### config.mk
export PLATFORM = sky130hd
export DESIGN_NAME = ocd_decoder
export DESIGN_NICKNAME = d
export VERILOG_FILES = /design/src/verilog/ocd_pkg.sv /design/src/verilog/ocd_table.sv /design/src/verilog/ocd_decoder.sv
export SDC_FILE = /design/constraint.sdc
export NUM_CORES = 1
export LEC_CHECK = 0
export ABC_AREA = 1
export BUFFER_PORTS_ARGS = -buffer_cell sky130_fd_sc_hd__buf_2
export CAP_MARGIN = 10
export CORE_AREA = 2 2 89 83
export DETAILED_ROUTE_END_ITERATION = 8
export DIE_AREA = 0 0 91 85
export PLACE_DENSITY = 0.88
export REMOVE_ABC_BUFFERS = 1
export SLEW_MARGIN = 25
export SYNTH_ARGS = -nofsm -noshare
export SYNTH_HDL_FRONTEND = slang
export SYNTH_HIERARCHICAL = 1
export SYNTH_SLANG_ARGS = --single-unit
### constraint.sdc
create_clock -name clk_in -period 1.89 [get_ports clk_in]
set_input_delay 0.0945 -clock clk_in [delete_from_list [all_inputs] [get_ports clk_in]]
set_output_delay 0.0945 -clock clk_in [all_outputs]
set_load 0.01 [all_outputs]
### src/verilog/ocd_pkg.sv
// ocd_pkg: opcode decoder constants, operation codes and field layout
package ocd_pkg;

  // ------------------------------------------------------------------
  // operations
  // ------------------------------------------------------------------
  typedef enum logic [5:0] {
    OCD_OP_NONE       = 6'h00,
    OCD_OP_ADD        = 6'h01,
    OCD_OP_SUM_CY     = 6'h02,
    OCD_OP_DIFF_BW    = 6'h03,
    OCD_OP_AND        = 6'h04,
    OCD_OP_OR         = 6'h05,
    OCD_OP_XOR        = 6'h06,
    OCD_OP_INC        = 6'h07,
    OCD_OP_DEC        = 6'h08,
    OCD_OP_INC_DP     = 6'h09,
    OCD_OP_MUL        = 6'h0A,
    OCD_OP_DIV        = 6'h0B,
    OCD_OP_DA         = 6'h0C,
    OCD_OP_CLR        = 6'h0D,
    OCD_OP_CPL        = 6'h0E,
    OCD_OP_ROT_L      = 6'h0F,
    OCD_OP_ROT_LC     = 6'h10,
    OCD_OP_ROT_R      = 6'h11,
    OCD_OP_ROT_RC     = 6'h12,
    OCD_OP_SWAP       = 6'h13,
    OCD_OP_MOV        = 6'h14,
    OCD_OP_MOV_DP     = 6'h15,
    OCD_OP_XRAM_RD    = 6'h16,
    OCD_OP_XRAM_WR    = 6'h17,
    OCD_OP_CODE_DP    = 6'h18,
    OCD_OP_CODE_PC    = 6'h19,
    OCD_OP_PUSH       = 6'h1A,
    OCD_OP_POP        = 6'h1B,
    OCD_OP_EXCH       = 6'h1C,
    OCD_OP_EXCH_LO    = 6'h1D
  } ocd_op_e;

  // ------------------------------------------------------------------
  // operand sources and destinations
  // ------------------------------------------------------------------
  typedef enum logic [2:0] {
    OCD_ARG_NONE  = 3'h0,
    OCD_ARG_ACC   = 3'h1,
    OCD_ARG_BANK  = 3'h2,
    OCD_ARG_DIR   = 3'h3,
    OCD_ARG_IND   = 3'h4,
    OCD_ARG_IMM   = 3'h5,
    OCD_ARG_DIR2  = 3'h6,
    OCD_ARG_OTHER = 3'h7
  } ocd_arg_e;

  // issue sequencer, one-hot
  typedef enum logic [2:0] {
    OCD_ST_IDLE = 3'b001,
    OCD_ST_EXEC = 3'b010,
    OCD_ST_DONE = 3'b100
  } ocd_state_e;

  // ------------------------------------------------------------------
  // field layout of an opcode byte
  // ------------------------------------------------------------------
  localparam int OCD_HI_MSB   = 7;
  localparam int OCD_HI_LSB   = 4;
  localparam int OCD_LO_MSB   = 3;
  localparam int OCD_LO_LSB   = 0;
  localparam int OCD_BANK_BIT = 3;
  localparam int OCD_REG_MSB  = 2;
  localparam int OCD_IND_BIT  = 0;

  localparam logic [3:0] OCD_LO_IMM  = 4'h4;
  localparam logic [3:0] OCD_LO_DIR  = 4'h5;
  localparam logic [3:0] OCD_LO_IND0 = 4'h6;
  localparam logic [3:0] OCD_LO_IND1 = 4'h7;
  localparam logic [3:0] OCD_LO_DA   = 4'h2;
  localparam logic [3:0] OCD_LO_DI   = 4'h3;

  // ------------------------------------------------------------------
  // lengths and cycle counts
  // ------------------------------------------------------------------
  localparam logic [1:0] OCD_LEN_1 = 2'h1;
  localparam logic [1:0] OCD_LEN_2 = 2'h2;
  localparam logic [1:0] OCD_LEN_3 = 2'h3;
  localparam logic [2:0] OCD_CYC_1 = 3'h1;
  localparam logic [2:0] OCD_CYC_2 = 3'h2;
  localparam logic [2:0] OCD_CYC_4 = 3'h4;

  // on-chip expanded ram spans 768 bytes
  localparam logic [15:0] OCD_XRAM_LIMIT = 16'h0300;
  localparam int          OCD_PC_W       = 16;

  // decoded bundle of one opcode
  typedef struct packed {
    ocd_op_e    op;
    ocd_arg_e   dst;
    ocd_arg_e   src;
    logic [2:0] reg_sel;
    logic [1:0] len;
    logic [2:0] cycles;
    logic       valid;
  } ocd_dec_s;

endpackage

### src/verilog/ocd_table.sv
// ocd_table: combinational opcode-to-operation table
`timescale 1ns/1ps
module ocd_table
  import ocd_pkg::*;
(
  // opcode
  input  wire logic [7:0] opcode_in,
  // decoded result
  output ocd_dec_s        dec_out
);

  logic [3:0] hi;
  logic [3:0] lo;
  logic       bank;
  ocd_arg_e   form;

  assign hi   = opcode_in[OCD_HI_MSB:OCD_HI_LSB];
  assign lo   = opcode_in[OCD_LO_MSB:OCD_LO_LSB];
  assign bank = opcode_in[OCD_BANK_BIT];

  // operand form of the regular accumulator-source column group
  always_comb begin
    if (bank) begin
      form = OCD_ARG_BANK;
    end else if (lo == OCD_LO_IMM) begin
      form = OCD_ARG_IMM;
    end else if (lo == OCD_LO_DIR) begin
      form = OCD_ARG_DIR;
    end else if (lo == OCD_LO_IND0 || lo == OCD_LO_IND1) begin
      form = OCD_ARG_IND;
    end else begin
      form = OCD_ARG_NONE;
    end
  end

  always_comb begin
    dec_out         = '0;
    dec_out.op      = OCD_OP_NONE;
    dec_out.dst     = OCD_ARG_NONE;
    dec_out.src     = OCD_ARG_NONE;
    dec_out.len     = OCD_LEN_1;
    dec_out.cycles  = OCD_CYC_1;
    dec_out.reg_sel = bank ? opcode_in[OCD_REG_MSB:OCD_LO_LSB] : {2'h0, opcode_in[OCD_IND_BIT]};
    // regular accumulator column: imm/dir are two bytes
    if (form != OCD_ARG_NONE) begin
      dec_out.valid = 1'b1;
      dec_out.dst   = OCD_ARG_ACC;
      dec_out.src   = form;
      if (form == OCD_ARG_IMM || form == OCD_ARG_DIR) begin
        dec_out.len = OCD_LEN_2;
      end
      unique case (hi)
        4'h2: dec_out.op = OCD_OP_ADD;
        4'h3: dec_out.op = OCD_OP_SUM_CY;
        4'h9: dec_out.op = OCD_OP_DIFF_BW;
        4'h5: dec_out.op = OCD_OP_AND;
        4'h4: dec_out.op = OCD_OP_OR;
        4'h6: dec_out.op = OCD_OP_XOR;
        4'hE: begin
          if (form == OCD_ARG_IMM) begin
            dec_out.op  = OCD_OP_CLR;
            dec_out.src = OCD_ARG_NONE;
            dec_out.len = OCD_LEN_1;
          end else begin
            dec_out.op = OCD_OP_MOV;
          end
        end
        4'hC: begin
          if (form == OCD_ARG_IMM) begin
            dec_out.op  = OCD_OP_SWAP;
            dec_out.src = OCD_ARG_NONE;
            dec_out.len = OCD_LEN_1;
          end else begin
            dec_out.op  = OCD_OP_EXCH;
            dec_out.dst = OCD_ARG_ACC;
          end
        end
        4'h0, 4'h1: begin
          // increment / decrement in place
          dec_out.op  = (hi == 4'h0) ? OCD_OP_INC : OCD_OP_DEC;
          dec_out.dst = (form == OCD_ARG_IMM) ? OCD_ARG_ACC : form;
          dec_out.src = OCD_ARG_NONE;
          dec_out.len = (form == OCD_ARG_DIR) ? OCD_LEN_2 : OCD_LEN_1;
        end
        4'h8: begin
          if (bank) begin
            dec_out.op  = OCD_OP_MOV;
            dec_out.dst = OCD_ARG_DIR;
            dec_out.src = OCD_ARG_BANK;
            dec_out.len = OCD_LEN_2;
            dec_out.cycles = OCD_CYC_2;
          end else if (form == OCD_ARG_DIR) begin
            dec_out.op  = OCD_OP_MOV;
            dec_out.dst = OCD_ARG_DIR2;
            dec_out.src = OCD_ARG_DIR;
            dec_out.len = OCD_LEN_3;
            dec_out.cycles = OCD_CYC_2;
          end else if (form == OCD_ARG_IND) begin
            dec_out.op  = OCD_OP_MOV;
            dec_out.dst = OCD_ARG_DIR;
            dec_out.src = OCD_ARG_IND;
            dec_out.len = OCD_LEN_2;
            dec_out.cycles = OCD_CYC_2;
          end else begin
            dec_out.op  = OCD_OP_DIV;
            dec_out.dst = OCD_ARG_ACC;
            dec_out.src = OCD_ARG_OTHER;
            dec_out.len = OCD_LEN_1;
            dec_out.cycles = OCD_CYC_4;
          end
        end
        4'hA: begin
          if (bank) begin
            dec_out.op  = OCD_OP_MOV;
            dec_out.dst = OCD_ARG_BANK;
            dec_out.src = OCD_ARG_DIR;
            dec_out.len = OCD_LEN_2;
            dec_out.cycles = OCD_CYC_2;
          end else if (form == OCD_ARG_IND) begin
            dec_out.op  = OCD_OP_MOV;
            dec_out.dst = OCD_ARG_IND;
            dec_out.src = OCD_ARG_DIR;
            dec_out.len = OCD_LEN_2;
            dec_out.cycles = OCD_CYC_2;
          end else if (form == OCD_ARG_IMM) begin
            dec_out.op  = OCD_OP_MUL;
            dec_out.src = OCD_ARG_OTHER;
            dec_out.len = OCD_LEN_1;
            dec_out.cycles = OCD_CYC_4;
          end else begin
            dec_out.valid = 1'b0;
          end
        end
        4'h7: begin
          // immediate into acc, direct, indirect or bank register
          dec_out.src = OCD_ARG_IMM;
          dec_out.op  = OCD_OP_MOV;
          if (form == OCD_ARG_IMM) begin
            dec_out.dst = OCD_ARG_ACC;
          end else if (form == OCD_ARG_DIR) begin
            dec_out.dst = OCD_ARG_DIR;
            dec_out.len = OCD_LEN_3;
            dec_out.cycles = OCD_CYC_2;
          end else begin
            dec_out.dst = form;
            dec_out.len = OCD_LEN_2;
          end
        end
        4'hF: begin
          if (form == OCD_ARG_IMM) begin
            dec_out.op  = OCD_OP_CPL;
            dec_out.src = OCD_ARG_NONE;
            dec_out.len = OCD_LEN_1;
          end else begin
            dec_out.op  = OCD_OP_MOV;
            dec_out.dst = form;
            dec_out.src = OCD_ARG_ACC;
          end
        end
        4'hD: begin
          if (form == OCD_ARG_IND) begin
            dec_out.op = OCD_OP_EXCH_LO;
          end else if (form == OCD_ARG_IMM) begin
            dec_out.op  = OCD_OP_DA;
            dec_out.src = OCD_ARG_NONE;
            dec_out.len = OCD_LEN_1;
          end else begin
            dec_out.valid = 1'b0;
          end
        end
        default: dec_out.valid = 1'b0;
      endcase
    end else begin
      // columns 0..3: rotates, logic-to-direct, transfers
      dec_out.valid = 1'b1;
      dec_out.dst   = OCD_ARG_ACC;
      unique case (opcode_in)
        8'h23: dec_out.op = OCD_OP_ROT_L;
        8'h33: dec_out.op = OCD_OP_ROT_LC;
        8'h03: dec_out.op = OCD_OP_ROT_R;
        8'h13: dec_out.op = OCD_OP_ROT_RC;
        8'h52, 8'h42, 8'h62, 8'h53, 8'h43, 8'h63: begin
          dec_out.op  = (hi == 4'h5) ? OCD_OP_AND : (hi == 4'h4) ? OCD_OP_OR : OCD_OP_XOR;
          dec_out.dst = OCD_ARG_DIR;
          if (lo == OCD_LO_DA) begin
            dec_out.src = OCD_ARG_ACC;
            dec_out.len = OCD_LEN_2;
          end else begin
            dec_out.src    = OCD_ARG_IMM;
            dec_out.len    = OCD_LEN_3;
            dec_out.cycles = OCD_CYC_2;
          end
        end
        8'h90: begin
          dec_out.op = OCD_OP_MOV_DP;
          dec_out.dst = OCD_ARG_OTHER;
          dec_out.src = OCD_ARG_IMM;
          dec_out.len = OCD_LEN_3;
          dec_out.cycles = OCD_CYC_2;
        end
        8'hA3: begin
          dec_out.op = OCD_OP_INC_DP;
          dec_out.dst = OCD_ARG_OTHER;
          dec_out.cycles = OCD_CYC_2;
        end
        8'hE2, 8'hE3, 8'hE0: begin
          dec_out.op  = OCD_OP_XRAM_RD;
          dec_out.src = (lo == 4'h0) ? OCD_ARG_OTHER : OCD_ARG_IND;
          dec_out.cycles = OCD_CYC_2;
        end
        8'hF2, 8'hF3, 8'hF0: begin
          dec_out.op  = OCD_OP_XRAM_WR;
          dec_out.dst = (lo == 4'h0) ? OCD_ARG_OTHER : OCD_ARG_IND;
          dec_out.src = OCD_ARG_ACC;
          dec_out.cycles = OCD_CYC_2;
        end
        8'h93, 8'h83: begin
          dec_out.op  = (opcode_in == 8'h93) ? OCD_OP_CODE_DP : OCD_OP_CODE_PC;
          dec_out.src = OCD_ARG_OTHER;
          dec_out.cycles = OCD_CYC_2;
        end
        8'hC0, 8'hD0: begin
          dec_out.op  = (opcode_in == 8'hC0) ? OCD_OP_PUSH : OCD_OP_POP;
          dec_out.dst = (opcode_in == 8'hC0) ? OCD_ARG_OTHER : OCD_ARG_DIR;
          dec_out.src = (opcode_in == 8'hC0) ? OCD_ARG_DIR : OCD_ARG_OTHER;
          dec_out.len = OCD_LEN_2;
          dec_out.cycles = OCD_CYC_2;
        end
        default: dec_out.valid = 1'b0;
      endcase
    end
    // unknown codes step one byte so the fetch side cannot lose sync
    if (!dec_out.valid) begin
      dec_out.len    = OCD_LEN_1;
      dec_out.cycles = OCD_CYC_1;
    end
  end

endmodule // ocd_table

### src/verilog/ocd_decoder.sv
// ocd_decoder: opcode decode, issue pacing and external ram routing
// ------------------------------------------------------------------
// Function
// - opcodes match the standard 8-bit core encoding and function
// - add: bank 28-2F, direct 25, indirect 26-27, immediate 24; one cycle
// - add with carry: 38-3F, 35, 36-37, 34; one cycle
// - subtract with borrow: 98-9F, 95, 96-97, 94; one cycle
// - and into acc: 58-5F, 55, 56-57, 54; one cycle
// - or into acc: 48-4F, 45, 46-47, 44; one cycle
// - xor into acc: 68-6F, 65, 66-67, 64; one cycle
// - logic to direct: 52/42/62 two bytes one cycle; 53/43/63 three bytes two
// - rotates 23 left, 33 left carry, 03 right, 13 right carry
// - C4 swaps accumulator nibbles, one byte one cycle
// - move into acc: E8-EF, E5, E6-E7, immediate 74; one cycle
// - A8-AF and 88-8F are two bytes, two cycles
// - 85 copies direct to direct, three bytes, two cycles
// - 75 writes immediate to direct, three bytes, two cycles
// - 90 loads data pointer with 16-bit immediate, three bytes two cycles
// - external ram via pointer register: E2-E3 read, F2-F3 write
// - external ram via data pointer: E0 read, F0 write; two cycles
// - 93 code byte at acc+data pointer, 83 at acc+pc; two cycles
// - push C0 and pop D0 are two bytes, two cycles
// - exchange C8-CF, C5, C6-C7; D6-D7 swaps low nibble only
// - A6-A7 and 86-87 are two bytes, two cycles
// - expanded ram disabled sends every external transfer off-chip
// ------------------------------------------------------------------
`timescale 1ns/1ps
module ocd_decoder
  import ocd_pkg::*;
(
  // clock and reset
  input  wire logic                clk_in,
  input  wire logic                rst_n_in,
  // opcode fetch
  input  wire logic                opcode_valid_in,
  input  wire logic [7:0]          opcode_in,
  output logic                     opcode_ready_out,
  // external ram routing inputs
  input  wire logic                onchip_xram_enable_in,
  input  wire logic [15:0]         xram_addr_in,
  // decoded instruction
  output logic                     issue_out,
  output ocd_op_e                  op_out,
  output ocd_arg_e                 dst_out,
  output ocd_arg_e                 src_out,
  output logic [2:0]               reg_sel_out,
  output logic [1:0]               len_out,
  output logic [2:0]               cycles_out,
  output logic                     illegal_out,
  output logic                     xram_offchip_out,
  output logic [OCD_PC_W-1:0]      pc_out,
  output logic                     busy_out
);

  // ------------------------------------------------------------------
  // state
  // ------------------------------------------------------------------
  typedef struct packed {
    ocd_state_e          st;
    logic [2:0]          cnt;
    logic [OCD_PC_W-1:0] pc;
    ocd_dec_s            dec;
    logic                issue;
    logic                illegal;
    logic                offchip;
  } ocd_state_s;

  ocd_state_s s_q;
  ocd_state_s s_d;
  ocd_dec_s   dec_w;

  ocd_table u_table (
    .opcode_in (opcode_in),
    .dec_out   (dec_w)
  );

  // only accepted while no instruction is still executing
  assign opcode_ready_out = (s_q.st == OCD_ST_IDLE);

  // ------------------------------------------------------------------
  // next state
  // ------------------------------------------------------------------
  always_comb begin
    s_d       = s_q;
    s_d.issue = 1'b0;
    unique case (s_q.st)
      OCD_ST_IDLE: begin
        if (opcode_valid_in) begin
          s_d.dec     = dec_w;
          s_d.issue   = 1'b1;
          s_d.illegal = ~dec_w.valid;
          // unknown opcodes advance one byte so the core cannot stall
          s_d.pc  = s_q.pc + {{(OCD_PC_W-2){1'b0}}, dec_w.len};
          // expanded ram only below its limit and only when enabled
          s_d.offchip = (dec_w.op == OCD_OP_XRAM_RD || dec_w.op == OCD_OP_XRAM_WR) &&
                        (~onchip_xram_enable_in || xram_addr_in >= OCD_XRAM_LIMIT);
          s_d.cnt = dec_w.cycles - OCD_CYC_1;
          s_d.st  = (dec_w.cycles > OCD_CYC_1) ? OCD_ST_EXEC : OCD_ST_DONE;
        end
      end
      OCD_ST_EXEC: begin
        s_d.cnt = s_q.cnt - OCD_CYC_1;
        if (s_q.cnt == OCD_CYC_1) begin
          s_d.st = OCD_ST_DONE;
        end
      end
      OCD_ST_DONE: begin
        s_d.st = OCD_ST_IDLE;
      end
      default: s_d.st = OCD_ST_IDLE;
    endcase
  end

  always_ff @(posedge clk_in or negedge rst_n_in) begin
    if (!rst_n_in) begin
      s_q    <= '0;
      s_q.st <= OCD_ST_IDLE;
    end else begin
      s_q <= s_d;
    end
  end

  // ------------------------------------------------------------------
  // outputs
  // ------------------------------------------------------------------
  assign issue_out        = s_q.issue;
  assign op_out           = s_q.dec.op;
  assign dst_out          = s_q.dec.dst;
  assign src_out          = s_q.dec.src;
  assign reg_sel_out      = s_q.dec.reg_sel;
  assign len_out          = s_q.dec.len;
  assign cycles_out       = s_q.dec.cycles;
  assign illegal_out      = s_q.illegal;
  assign xram_offchip_out = s_q.offchip;
  assign pc_out           = s_q.pc;
  assign busy_out         = (s_q.st != OCD_ST_IDLE);

endmodule // ocd_decoder

==> results of run 1 <==
-- layer usage --
metal	wire length, microns	global-route usage, %	vias to the layer above
li1	-	-	1947
met5	0	0	-
met4	942	11.7	0
met2	6020	50.0	417
met1	4940	36.7	2027
met3	1450	5.42	120
-- state kept, by name, summed over array words and instances, names as in the netlist --
| name | count |
|---|---|
| op_out | 6 |
| src_out | 3 |
| s_q | 6 |
| cycles_out | 3 |
| pc_out | 16 |
| dst_out | 3 |
| len_out | 2 |
| reg_sel_out | 3 |
| illegal_out | 1 |
| issue_out | 1 |
| xram_offchip_out | 1 |
-- cell type report --
class	instances	area (sq um)	area share, %
well taps	93	116	2.26
repair buffers	160	1160	22.6
clock buffers	5	68.8	1.34
multi-input cells	405	2400	46.6
flip-flops and latches	45	1130	21.9
clock inverters	3	25.0	0.486
inverters	57	249	4.84
-- metrics by stage --
stage | worst slack, ps | hold WS [ps] | utilization, % | cell area [sq um] | instances
detailed placement | -512 | -17.3 | 65.0 | 4430 | 740
CTS | 5.41 | 78.1 | 69.6 | 4750 | 759
floorplan | -417 | -201 | - | 3400 | 507
global placement | -390 | -25.8 | 65.0 | 4430 | 740
finish | -211 | 71.1 | 75.4 | 5150 | 768
global route | -245 | 99.3 | 75.4 | 5150 | 768
-- synth_stat cells (all sizes together) --
cell type,instances,area (sq um)
nand2,224,922
nor2,62,355
inv,57,216
buf,48,353
dfrtp,44,1100
nand3,29,178
o21ai,20,104
a21oi,14,73.8
nor3,11,60.1
ha,6,75.1
nand4,6,37.5
o211ai,6,45.0
nand3b,5,37.5
a31oi,3,18.8
nor3b,3,22.5
xnor2,3,26.3
xor2,3,26.3
nor4,2,12.5
o22ai,2,12.5
and3,1,6.26
conb,1,3.75
dfstp,1,26.3
fa,1,20.0
o21a,1,7.51
o21bai,1,7.51
o221ai,1,8.76
-- power by group through the flow --
stage / registers [mW] / clock network [mW] / logic [mW]
after global placement: 1.51 / 0 / 1.59
after floorplan: 1.62 / 0 / 0.813
after CTS: 1.52 / 0.637 / 1.75
after global routing: 1.59 / 0.693 / 2.16
final: 1.55 / 0.653 / 1.99
after detailed placement: 1.52 / 0 / 1.66
-- timing repair --
item                                    in CTS  in global routing
setup buffers                               11                  9
hold buffers                                 1                  0
hold endpoints to repair                    44                  0
pin swaps                                   14                 40
endpoints found under the setup margin      13                 17
gates resized for setup                     30                 92
-- path summary, 6_finish.rpt --
kind                       slack, ps          endpoint  depth (start not counted)        startpoint
hold / removal                    70  xram_offchip_out                          5  xram_addr_in[13]
max in group asynchronous       1180           s_q[43]                          3          rst_n_in
setup reg to reg                 280        pc_out[12]                          7         pc_out[0]
min in group asynchronous        190     cycles_out[2]                          2          rst_n_in
setup / recovery                -210        pc_out[12]                         16      opcode_in[0]
hold reg to reg                  470        dst_out[2]                          2        dst_out[2]
-- critical path, cell delays in order --
cell and delay, ps:
sky130_fd_sc_hd__buf_4 130, sky130_fd_sc_hd__inv_4 50, sky130_fd_sc_hd__nor2_1 190, sky130_fd_sc_hd__nand2_2 130, sky130_fd_sc_hd__buf_4 170, sky130_fd_sc_hd__a21oi_2 150
sky130_fd_sc_hd__nand2_2 90, sky130_fd_sc_hd__nand2_2 80, sky130_fd_sc_hd__nand3_2 130, sky130_fd_sc_hd__ha_4 220, sky130_fd_sc_hd__fa_2 420, sky130_fd_sc_hd__nand3_4 110
sky130_fd_sc_hd__nor2_8 70, sky130_fd_sc_hd__buf_4 140, sky130_fd_sc_hd__nand4_1 60, sky130_fd_sc_hd__nand2_1 70
-- cells by family (layout without fill, tap and decap cells) --
| family | count (synthesis) | count (layout) |
|---|---|---|
| simple gates | 343 | 343 |
| buf+inv | 105 | 225 |
| compound gates | 48 | 48 |
| flops | 45 | 45 |
| fa+ha+maj | 7 | 7 |
| xor+xnor | 6 | 6 |
| other cells | 1 | 1 |
==> results.md, run 1 <==
Status:
- The flow ran to the end, but the final reports show violations.
- The checks that failed: setup timing.

Routing:
- The detail route stage leaves a number of antenna-violating nets equal to 0.
- The routed wire length is 13,400 microns.
- After detailed routing, the number of remaining DRC violations is 0.
- After detailed routing, the number of vias per cell comes to 5.87.
- The number of violations reported at the end of detailed-routing iteration 0 is 636.
- The first-pass iteration count of the detailed router is 6.
- Across all layers, the routed design uses 4,511 vias.
- After detailed routing, the average wire length per cell comes to 17.4 microns.

Power:
- The switching power as a share of total power is 44.0%.
- The overall power consumption is 4.19 mW.
- The power per unit of standard cell area is 814 mW/mm^2.
- The peak ir drop on the vdd network is 0.568 mV.
- The share of total power dissipated in combinational logic is 47.4%.
- Summed over all nets, the switching power comes to 1.84 mW.
- For this design the static power due to leakage is 2.86 nW.
- The sequential group share of total power is 37.0%.
- The cell-internal power is 2.35 mW.
- The clock network fraction of design power is 15.6%.

GRT:
- The number of antenna violations at the first check in global routing is 0.
- The pin count of the biggest net entering global routing is 36.
- The wire length of the first global-routing pass is 18,300 microns.
- The via count of the first global-routing pass is 4,062.
- The global router's overall resource usage is 29.2%.
- The aggregate global routing overflow is 0.

STA:
- Once routing completed, OpenROAD measured the worst setup slack at -211 ps.
- The achievable frequency is 476 MHz.
- The count of final max-slew check failures is 0.
- The count of final hold-check violations was 0.
- In the finished design, the share of the clock period the worst path needs comes to 111%.
- Summed over all failing endpoints, the final setup total negative slack is -1160 ps.
- Setup repair after global routing could not meet its margin everywhere.
- The clock arrives with 13.8 ps of skew.
- Setup violations remaining at the end of the flow were counted as 11.
- The minimum period implied by the final worst setup slack is 2100 ps.

Setup path:
- The element type at the critical path start is an input pin.
- Data on the critical path is required at its endpoint by 2100 ps.
- The arrival time of data at the critical path endpoint is 2310 ps.
- The worst setup path is captured at a flop.
- The category of the critical setup timing path is input pin to flop.
- The highest net fanout along the worst path is 7.

Die:
- The vertical extent of the die is 85 microns.
- The area of the core is 0.00682 sq mm.
- The floorplan step set the die width to 91 microns.
- The row count is 29.
- The die covers 0.00774 sq mm.
- 69 I/O pins were placed.
- For this configuration, the core starts out at a cell density of 55.1%.

CTS:
- The register clock-pin slew on the reported worst setup and hold paths is 100 ps.
- The number of clock buffers inserted by TritonCTS is 5.
- The clock tree synthesis step divided the H-tree into 2 levels.
- At the later pin of the worst-skew pair, clock insertion delay measures 320 ps.
- The cell at the root of the clock tree is sky130_fd_sc_hd__clkbuf_8.
- The buffer depth of the longest clock path is 2.
- The clock tree from TritonCTS is built.
- The clock sink total is 45.

Finish:
- The number of nets in the layout is 709.
- The repair_antennas step left the layout with diodes totalling 0.
- The synthesis-to-layout area growth is 37.0%.
- The leading cell type in the layout, fill and taps excluded is sky130_fd_sc_hd__nand2_1.
- The fraction of final layout cells with drive strength greater than 1 is 41.6%.
- Leaving out fill and tap cells, the most frequent cells in the layout are 182 x sky130_fd_sc_hd__nand2_1, 94 x sky130_fd_sc_hd__buf_4, 52 x sky130_fd_sc_hd__buf_2.
- The filler cell count in the final layout is 454.

Yosys:
- The synthesized netlist devotes 2.53% of its cell area to adder and majority cells.
- The share of the synthesized netlist area taken by xor and xnor gates is 1.40%.
- Synthesis produced a netlist whose cell count is 555.
- By area, the combinational part of the netlist is dominated by simple AND/OR/NAND/NOR gates.
- Sequential cells were found to cover 30.0% of the synthesized design area.
- The number of flip-flops and latches in the synthesized netlist is 45.
- The number of warnings reported in the yosys synthesis log is 6.
- The cell area that synthesis handed to floorplanning was 0.00376 sq mm.
- The portion of synthesized area spent on multiplexers is 0%.
- Dividing the synthesized area by the synthesized cell count gives 6.77 sq um.
- Summing the areas of all compound-gate instances in the mapped netlist gives 7.39% of the synthesized area.
- In this run, distinct cell masters in the synthesized netlist total 42.
- The simple-gate share of the synthesized area is 43.4%.

Job:
- The number of violations of the max-capacitance limit is 0.

Placement:
- The half-perimeter wire length after detailed placement is 8050 microns.
- Port buffering added 60 buffers.
- The routability congestion estimate from global placement is 1.02.

Min path:
- The class of the most critical hold timing path is input pin to flop.
Power figures use the tool's default switching activity.
==> inputs of run 2 (changes only) <==
--- a/config.mk
+++ b/config.mk
@@ -8,9 +8,9 @@
 export ABC_AREA = 1
 export BUFFER_PORTS_ARGS = -buffer_cell sky130_fd_sc_hd__buf_2
 export CAP_MARGIN = 10
-export CORE_AREA = 2 2 89 83
+export CORE_AREA = 2 2 85 87
 export DETAILED_ROUTE_END_ITERATION = 8
-export DIE_AREA = 0 0 91 85
+export DIE_AREA = 0 0 87 89
 export PLACE_DENSITY = 0.88
 export REMOVE_ABC_BUFFERS = 1
 export SLEW_MARGIN = 25
==> results.md, run 2 (same netlist as run 1, synthesis figures left out) <==
Status:
- Status: complete, but fails checks (unchanged).
- Violated checks: setup timing (unchanged).

Power:
- The static leakage was 2.87 nW (was 2.86 nW).
- The power per unit of standard cell area is 804 mW/mm^2 (was 814 mW/mm^2).
- The peak ir drop on the vdd network is 0.419 mV (was 0.568 mV).
- The overall power consumption came to 4.16 mW (was 4.19 mW).

CTS:
- The clock latency reported for the late side of the worst-skew pair is 300 ps (was 320 ps).
- The buffer depth of the longest clock path was 2 (unchanged).
- The deepest level of the CTS H-tree is 2 (unchanged).
- The clock tree from TritonCTS was built (unchanged).
- The cell at the root of the clock tree is sky130_fd_sc_hd__clkbuf_8 (unchanged).
- The register clock-pin slew on the reported worst setup and hold paths is 80 ps (was 100 ps).
- The number of clock buffers inserted by TritonCTS came to 5 (unchanged).
- The clock sink total was 45 (unchanged).

STA:
- The count of final hold-check violations is 0 (unchanged).
- The clock skew was 10.1 ps (was 13.8 ps).
- The number of setup violations in the final report is 1 (was 11).
- The least setup slack across all paths after layout is -65.1 ps (was -211 ps).
- The minimum period implied by the final worst setup slack is 1960 ps (was 2100 ps).
- The post-route clock period utilization is 103% (was 111%).
- Unrepaired setup endpoints after global routing: yes (unchanged).
- The achievable frequency is 511 MHz (was 476 MHz).
- The count of final max-slew check failures came to 0 (unchanged).

GRT:
- The aggregate global routing overflow is 0 (unchanged).
- The via count of the first global-routing pass is 3,757 (was 4,062).
- The global router's overall resource usage came to 27.5% (was 29.2%).
- The wire length of the first global-routing pass is 16,800 microns (was 18,300 microns).
- The pin count of the biggest net entering global routing is 35 (was 36).
- The number of antenna violations at the first check in global routing was 0 (unchanged).

Die:
- The area of the core was 0.00672 sq mm (was 0.00682 sq mm).
- The horizontal extent of the die is 87 microns (was 91 microns).
- The initial core utilization is 55.9% (was 55.1%).
- The row count is 30 (was 29).
- The area enclosed by the die boundary was 0.00774 sq mm (about the same).
- The count of boundary I/O pins is 69 (unchanged).
- The vertical extent of the die came to 89 microns (was 85 microns).

Routing:
- The number of violations reported at the end of detailed-routing iteration 0 is 282 (was 636).
- The routed wire length was 11,600 microns (was 13,400 microns).
- The first-pass iteration count of the detailed router is 5 (was 6).
- The mean number of vias per cell is 5.35 (was 5.87).
- The detail-routed net length per standard cell is 15.4 microns (was 17.4 microns).
- The number of remaining DRC errors is 0 (unchanged).
- The met2 wire length is 5990 microns (was 6020 microns).
- The total number of vias is 4,040 (was 4,511).
- The routed length on met1 is 4650 microns (was 4940 microns).
- The highest routed metal layer is met4 (unchanged).
- The wire length on met3 was 658 microns (was 1450 microns).
- The post-detailed-route count of antenna-violating nets was 0 (unchanged).

Setup path:
- The category of the critical setup timing path is input pin to flop (unchanged).
- The startpoint of the most critical register-to-register path was pc_out[1] (was pc_out[0]).
- The start point of the critical path was opcode_in[6] (was opcode_in[0]).
- The element type at the critical path start is an input pin (unchanged).
- The termination of the worst setup path is pc_out[13] (was pc_out[12]).
- The highest net fanout along the worst path is 5 (was 7).
- The endpoint required time on the critical path came to 2080 ps (was 2100 ps).
- The critical path capture point type is a flop (unchanged).
- The arrival time of data at the critical path endpoint is 2140 ps (was 2310 ps).
- The internal reg-to-reg setup slack came to 310 ps (was 280 ps).
- The end of the worst register-to-register path is pc_out[13] (was pc_out[12]).
- The path depth of the worst reg2reg path is 10 (was 7).

Finish:
- The number of nets in the layout is 709 (unchanged).
- The fraction of final layout cells with drive strength greater than 1 is 41.3% (was 41.6%).
- The combined area of the multi-input logic cells came to 0.00240 sq mm (about the same).
- The area used by sequential logic in the layout is 0.00113 sq mm (unchanged).
- The utilization after layout is 77.1% (was 75.4%).
- The post-layout instance count excluding filler cells came to 755 (was 768).
- Commonest cells after routing, fill and taps aside: 183 x sky130_fd_sc_hd__nand2_1, 96 x sky130_fd_sc_hd__buf_4, 52 x sky130_fd_sc_hd__buf_2 (was 182 x sky130_fd_sc_hd__nand2_1, 94 x sky130_fd_sc_hd__buf_4, 52 x sky130_fd_sc_hd__buf_2).
- The flip-flop count of the largest register after layout is 16 (unchanged).
- The leading cell type in the layout, fill and taps excluded is sky130_fd_sc_hd__nand2_1 (unchanged).
- The final cell area excluding filler cells is 0.00518 sq mm (was 0.00515 sq mm).
- The filler cell count in the final layout was 455 (was 454).
- The number of antenna cells inserted is 0 (unchanged).
- The synthesis-to-layout area growth is 37.8% (was 37.0%).

Placement:
- The half-perimeter wire length after detailed placement came to 8140 microns (was 8050 microns).
- The cell total after placement came to 730 (was 740).
- The routability congestion estimate from global placement came to 0.973 (was 1.02).
- The standard cell area after detailed placement is 0.00443 sq mm (about the same).
- The count of input and output buffers came to 60 (unchanged).

Job:
- The number of violations of the max-capacitance limit is 0 (unchanged).

Min path:
- The class of the most critical hold timing path is input pin to flop (unchanged).
[run 2: layout make-up]
| type | count | share of cell area, % |
|---|---|---|
| clock inverter | 2 | 0.677 |
| clock buffer | 6 | 1.40 |
| sequential | 45 | 21.8 |
| timing repair buffer | 160 | 22.6 |
| tap | 80 | 1.93 |
| multi-input combinational | 405 | 46.3 |
| inverter | 57 | 5.34 |
[run 2: per-stage QoR]
step | setup WS [ps] | hold WS (ps) | setup TNS, ps
final | -65.1 | 86.3 | -65.1
after detailed placement | -438 | 62.3 | -5990
after global routing | -200 | 121 | -880
after global placement | -396 | 58.7 | -5120
after CTS | 4.36 | 88.1 | 0
after floorplan | -417 | -201 | -4290
[run 2: report_power, final]
part | total (mW) | internal, mW | switching, mW
clock network | 0.725 | 0.393 | 0.332
registers | 1.55 | 1.28 | 0.273
logic | 1.89 | 0.780 | 1.11
[run 2: worst min-delay path by stage]
stage	start	to	slack, ps	cells after the start
4_1_cts	xram_addr_in[13]	xram_offchip_out	90	5
3_3_place_gp	rst_n_in	s_q[45]	60	1
3_5_place_dp	rst_n_in	s_q[45]	60	1
6_report	xram_addr_in[13]	xram_offchip_out	90	5
2_1_floorplan	rst_n_in	cycles_out[0]	-200	0
5_1_grt	xram_addr_in[13]	xram_offchip_out	120	5
[run 2: worst max-delay path: stages]
cell	delay, ps
sky130_fd_sc_hd__buf_12	120
sky130_fd_sc_hd__clkinv_8	60
sky130_fd_sc_hd__nand2_8	60
sky130_fd_sc_hd__nor2_4	160
sky130_fd_sc_hd__nor2_4	60
sky130_fd_sc_hd__nand2_2	90
sky130_fd_sc_hd__buf_6	100
sky130_fd_sc_hd__nand4_1	120
sky130_fd_sc_hd__a21oi_2	220
sky130_fd_sc_hd__nor2_4	80
sky130_fd_sc_hd__ha_4	280
sky130_fd_sc_hd__nand2_2	50
sky130_fd_sc_hd__nor2_1	160
sky130_fd_sc_hd__nand2_1	90
sky130_fd_sc_hd__nand2_2	90
sky130_fd_sc_hd__nand2_1	60
sky130_fd_sc_hd__nand2_1	70
sky130_fd_sc_hd__nand2_1	60
sky130_fd_sc_hd__nand2_1	60
sky130_fd_sc_hd__nand2_1	50
[run 2: what timing repair did]
| action | in CTS | in global routing |
|---|---|---|
| pin swaps | 10 | 49 |
| resized for setup | 24 | 118 |
| hold buffers | 1 | 0 |
| endpoints found under the setup margin | 13 | 17 |
| setup buffers | 3 | 13 |
| hold endpoints to repair | 19 | 0 |
[run 2: routing by layer]
layer	global-route usage, %	vias to the layer above
li1	-	1953
met1	33.6	1880
met2	50.2	174
met3	3.14	33
met4	9.66	0
met5	0	-
==> inputs of run 3 (changes only) <==
--- a/config.mk
+++ b/config.mk
@@ -8,10 +8,10 @@
 export ABC_AREA = 1
 export BUFFER_PORTS_ARGS = -buffer_cell sky130_fd_sc_hd__buf_2
 export CAP_MARGIN = 10
-export CORE_AREA = 2 2 85 87
+export CORE_AREA = 2 2 82 84
 export DETAILED_ROUTE_END_ITERATION = 8
-export DIE_AREA = 0 0 87 89
-export PLACE_DENSITY = 0.88
+export DIE_AREA = 0 0 84 86
+export PLACE_DENSITY = 0.93
 export REMOVE_ABC_BUFFERS = 1
 export SLEW_MARGIN = 25
 export SYNTH_ARGS = -nofsm -noshare
==> constraint.sdc (replaced) <==
create_clock -name clk_in -period 2.4 [get_ports clk_in]
set_input_delay 0.12 -clock clk_in [delete_from_list [all_inputs] [get_ports clk_in]]
set_output_delay 0.12 -clock clk_in [all_outputs]
set_load 0.01 [all_outputs]
==> results.md, run 3 (same netlist as run 1, synthesis figures left out) <==
CTS:
- The register clock-pin slew on the reported worst setup and hold paths is 90 ps (was 80 ps).
- The count of instances resized after the clock tree is built came to 0 (was 24).
- The deepest level of the CTS H-tree is 2 (unchanged).
- The clock sink total is 45 (unchanged).
- The cell at the root of the clock tree is sky130_fd_sc_hd__clkbuf_8 (unchanged).
- The clock latency reported for the late side of the worst-skew pair came to 300 ps (about the same).
- The buffer depth of the longest clock path is 2 (unchanged).
- The clock tree from TritonCTS is built (unchanged).
- The number of clock buffers inserted by TritonCTS is 5 (unchanged).

Setup path:
- The end of the worst register-to-register path is pc_out[6] (was pc_out[13]).
- The element type at the critical path start is an input pin (unchanged).
- The endpoint required time on the critical path is 2630 ps (was 2080 ps).
- The path depth of the worst reg2reg path came to 6 (was 10).
- The internal reg-to-reg setup slack is 730 ps (was 310 ps).
- The category of the critical setup timing path is input pin to flop (unchanged).
- The highest net fanout along the worst path is 7 (was 5).
- The startpoint of the most critical register-to-register path is pc_out[0] (was pc_out[1]).
- The critical path capture point type is a flop (unchanged).
- The arrival time of data at the critical path endpoint is 2400 ps (was 2140 ps).

Placement:
- The half-perimeter wire length after detailed placement is 7220 microns (was 8140 microns).
- The standard cell area after detailed placement came to 0.00400 sq mm (was 0.00443 sq mm).
- The count of input and output buffers is 60 (unchanged).
- The routability congestion estimate from global placement is 0.930 (was 0.973).

Min path:
- The number of cells traversed by the worst hold path was 3 (was 5).
- The startpoint of the worst hold path is opcode_in[0] (was xram_addr_in[13]).
- The worst min-delay path endpoint is reg_sel_out[0] (was xram_offchip_out).
- The class of the most critical hold timing path is input pin to flop (unchanged).

STA:
- The clock skew is 12.2 ps (was 10.1 ps).
- Measured against its own limit, the worst slew margin works out to 62.3%.
- The count of final hold-check violations is 0 (unchanged).
- The count of final max-slew check failures is 0 (unchanged).
- The minimum period implied by the final worst setup slack is 2180 ps.
- Unrepaired setup endpoints after global routing: no (was yes).
- For the pin with the worst max-slew slack, the measured transition is 566 ps.
- The achievable frequency is 460 MHz.
- Dividing the final minimum period by the clock period gives 90.7%.
- The number of setup violations in the final report is 0 (was 1).

Power:
- The static leakage came to 2.38 nW (was 2.87 nW).
- The overall power consumption is 3.00 mW (was 4.16 mW).
- The peak ir drop on the vdd network is 0.647 mV (was 0.419 mV).
- The power per unit of standard cell area is 727 mW/mm^2 (was 804 mW/mm^2).

Finish:
- The filler cell count in the final layout is 538 (was 455).
- The number of nets in the layout is 637 (was 709).
- The fraction of final layout cells with drive strength greater than 1 is 25.0% (was 41.3%).
- The final cell area excluding filler cells is 0.00413 sq mm (was 0.00518 sq mm).
- The number of antenna cells inserted is 0 (unchanged).
- Commonest cells after routing, fill and taps aside: 207 x sky130_fd_sc_hd__nand2_1, 59 x sky130_fd_sc_hd__buf_2, 46 x sky130_fd_sc_hd__inv_1 (was 183 x sky130_fd_sc_hd__nand2_1, 96 x sky130_fd_sc_hd__buf_4, 52 x sky130_fd_sc_hd__buf_2).
- The synthesis-to-layout area growth was 9.99% (was 37.8%).
- The flip-flop count of the largest register after layout was 16 (unchanged).
- The leading cell type in the layout, fill and taps excluded is sky130_fd_sc_hd__nand2_1 (unchanged).

Routing:
- The mean number of vias per cell is 5.33 (was 5.35).
- The post-detailed-route count of antenna-violating nets is 0 (unchanged).
- The routed wire length was 9030 microns (was 11,600 microns).
- The number of violations reported at the end of detailed-routing iteration 0 is 234 (was 282).
- The first-pass iteration count of the detailed router is 5 (unchanged).
- The detail-routed net length per standard cell was 13.3 microns (was 15.4 microns).
- The total number of vias is 3,621 (was 4,040).
- The number of remaining DRC errors came to 0 (unchanged).

GRT:
- The wire length of the first global-routing pass is 15,400 microns (was 16,800 microns).
- The pin count of the biggest net entering global routing is 46 (was 35).
- The number of antenna violations at the first check in global routing is 0 (unchanged).
- The global router's overall resource usage is 26.0% (was 27.5%).
- The aggregate global routing overflow came to 0 (unchanged).
- The via count of the first global-routing pass is 3,442 (was 3,757).

Die:
- The vertical extent of the die came to 86 microns (was 89 microns).
- The count of boundary I/O pins is 69 (unchanged).
- The row count is 29 (was 30).
- The area of the core came to 0.00628 sq mm (was 0.00672 sq mm).
- The area enclosed by the die boundary is 0.00722 sq mm (was 0.00774 sq mm).
- The initial core utilization is 59.9% (was 55.9%).
- The horizontal extent of the die was 84 microns (was 87 microns).

Job:
- The number of violations of the max-capacitance limit is 0 (unchanged).

Status:
- Status: completed (was complete, but fails checks).
[run 3: worst max-delay path by stage]
stage	startpoint	to	slack, ps	depth (start not counted)
6_report	opcode_in[5]	pc_out[6]	220	15
5_1_grt	opcode_in[2]	pc_out[11]	50	16
4_1_cts	opcode_in[7]	pc_out[6]	240	15
3_5_place_dp	opcode_in[7]	pc_out[10]	-50	15
3_3_place_gp	opcode_in[2]	pc_out[11]	3	16
2_1_floorplan	opcode_in[3]	pc_out[6]	70	12
[run 3: per-stage QoR]
step	hold slack, ps	instances	setup WS [ps]	TNS, ps	util [%]
global placement	323	671	2.53	0	63.8
floorplan	-176	507	67.9	0	-
finish	121	680	224	0	65.8
detailed placement	329	671	-51.6	-205	63.8
CTS	6.16	679	236	0	65.6
global route	123	680	52.2	0	65.8
[run 3: per-layer routing]
layer,vias up,wire (microns),GRT usage (%)
li1,1804,-,-
met3,12,459,3.08
met2,120,4530,46.9
met1,1685,3920,33.0
met5,-,0,0
met4,0,120,7.04
[run 3: worst max-delay path: stages]
cell,delay (ps)
sky130_fd_sc_hd__buf_2,140
sky130_fd_sc_hd__inv_2,110
sky130_fd_sc_hd__nand2_2,100
sky130_fd_sc_hd__nor2_2,200
sky130_fd_sc_hd__nand2_1,130
sky130_fd_sc_hd__nand2_1,100
sky130_fd_sc_hd__nor2_1,60
sky130_fd_sc_hd__a21oi_1,130
sky130_fd_sc_hd__nand3_1,120
sky130_fd_sc_hd__ha_1,230
sky130_fd_sc_hd__fa_1,420
sky130_fd_sc_hd__nand3_1,190
sky130_fd_sc_hd__nor2_8,80
sky130_fd_sc_hd__nand2_1,100
sky130_fd_sc_hd__xor2_1,160
[run 3: power by group]
part / switching [mW] / leakage [nW] / internal [mW]
combinational: 0.768 / 1.74 / 0.462
clock: 0.250 / 0.0585 / 0.340
sequential: 0.177 / 0.582 / 1.01
[run 3: area by class of cell]
type / instances / area (sq um) / share of cell area (%)
inverter: 57 / 216 / 5.24
sequential: 45 / 1130 / 27.3
clock inverter: 1 / 30.0 / 0.727
tap: 77 / 96.3 / 2.33
timing repair buffer: 88 / 515 / 12.5
clock buffer: 7 / 86.3 / 2.09
multi-input combinational: 405 / 2060 / 49.9
[run 3: repair_timing]
item / 4_1_cts / 5_1_grt
hold buffers: 0 / 1
endpoints found under the hold margin: 0 / 44
setup buffers: 0 / 0
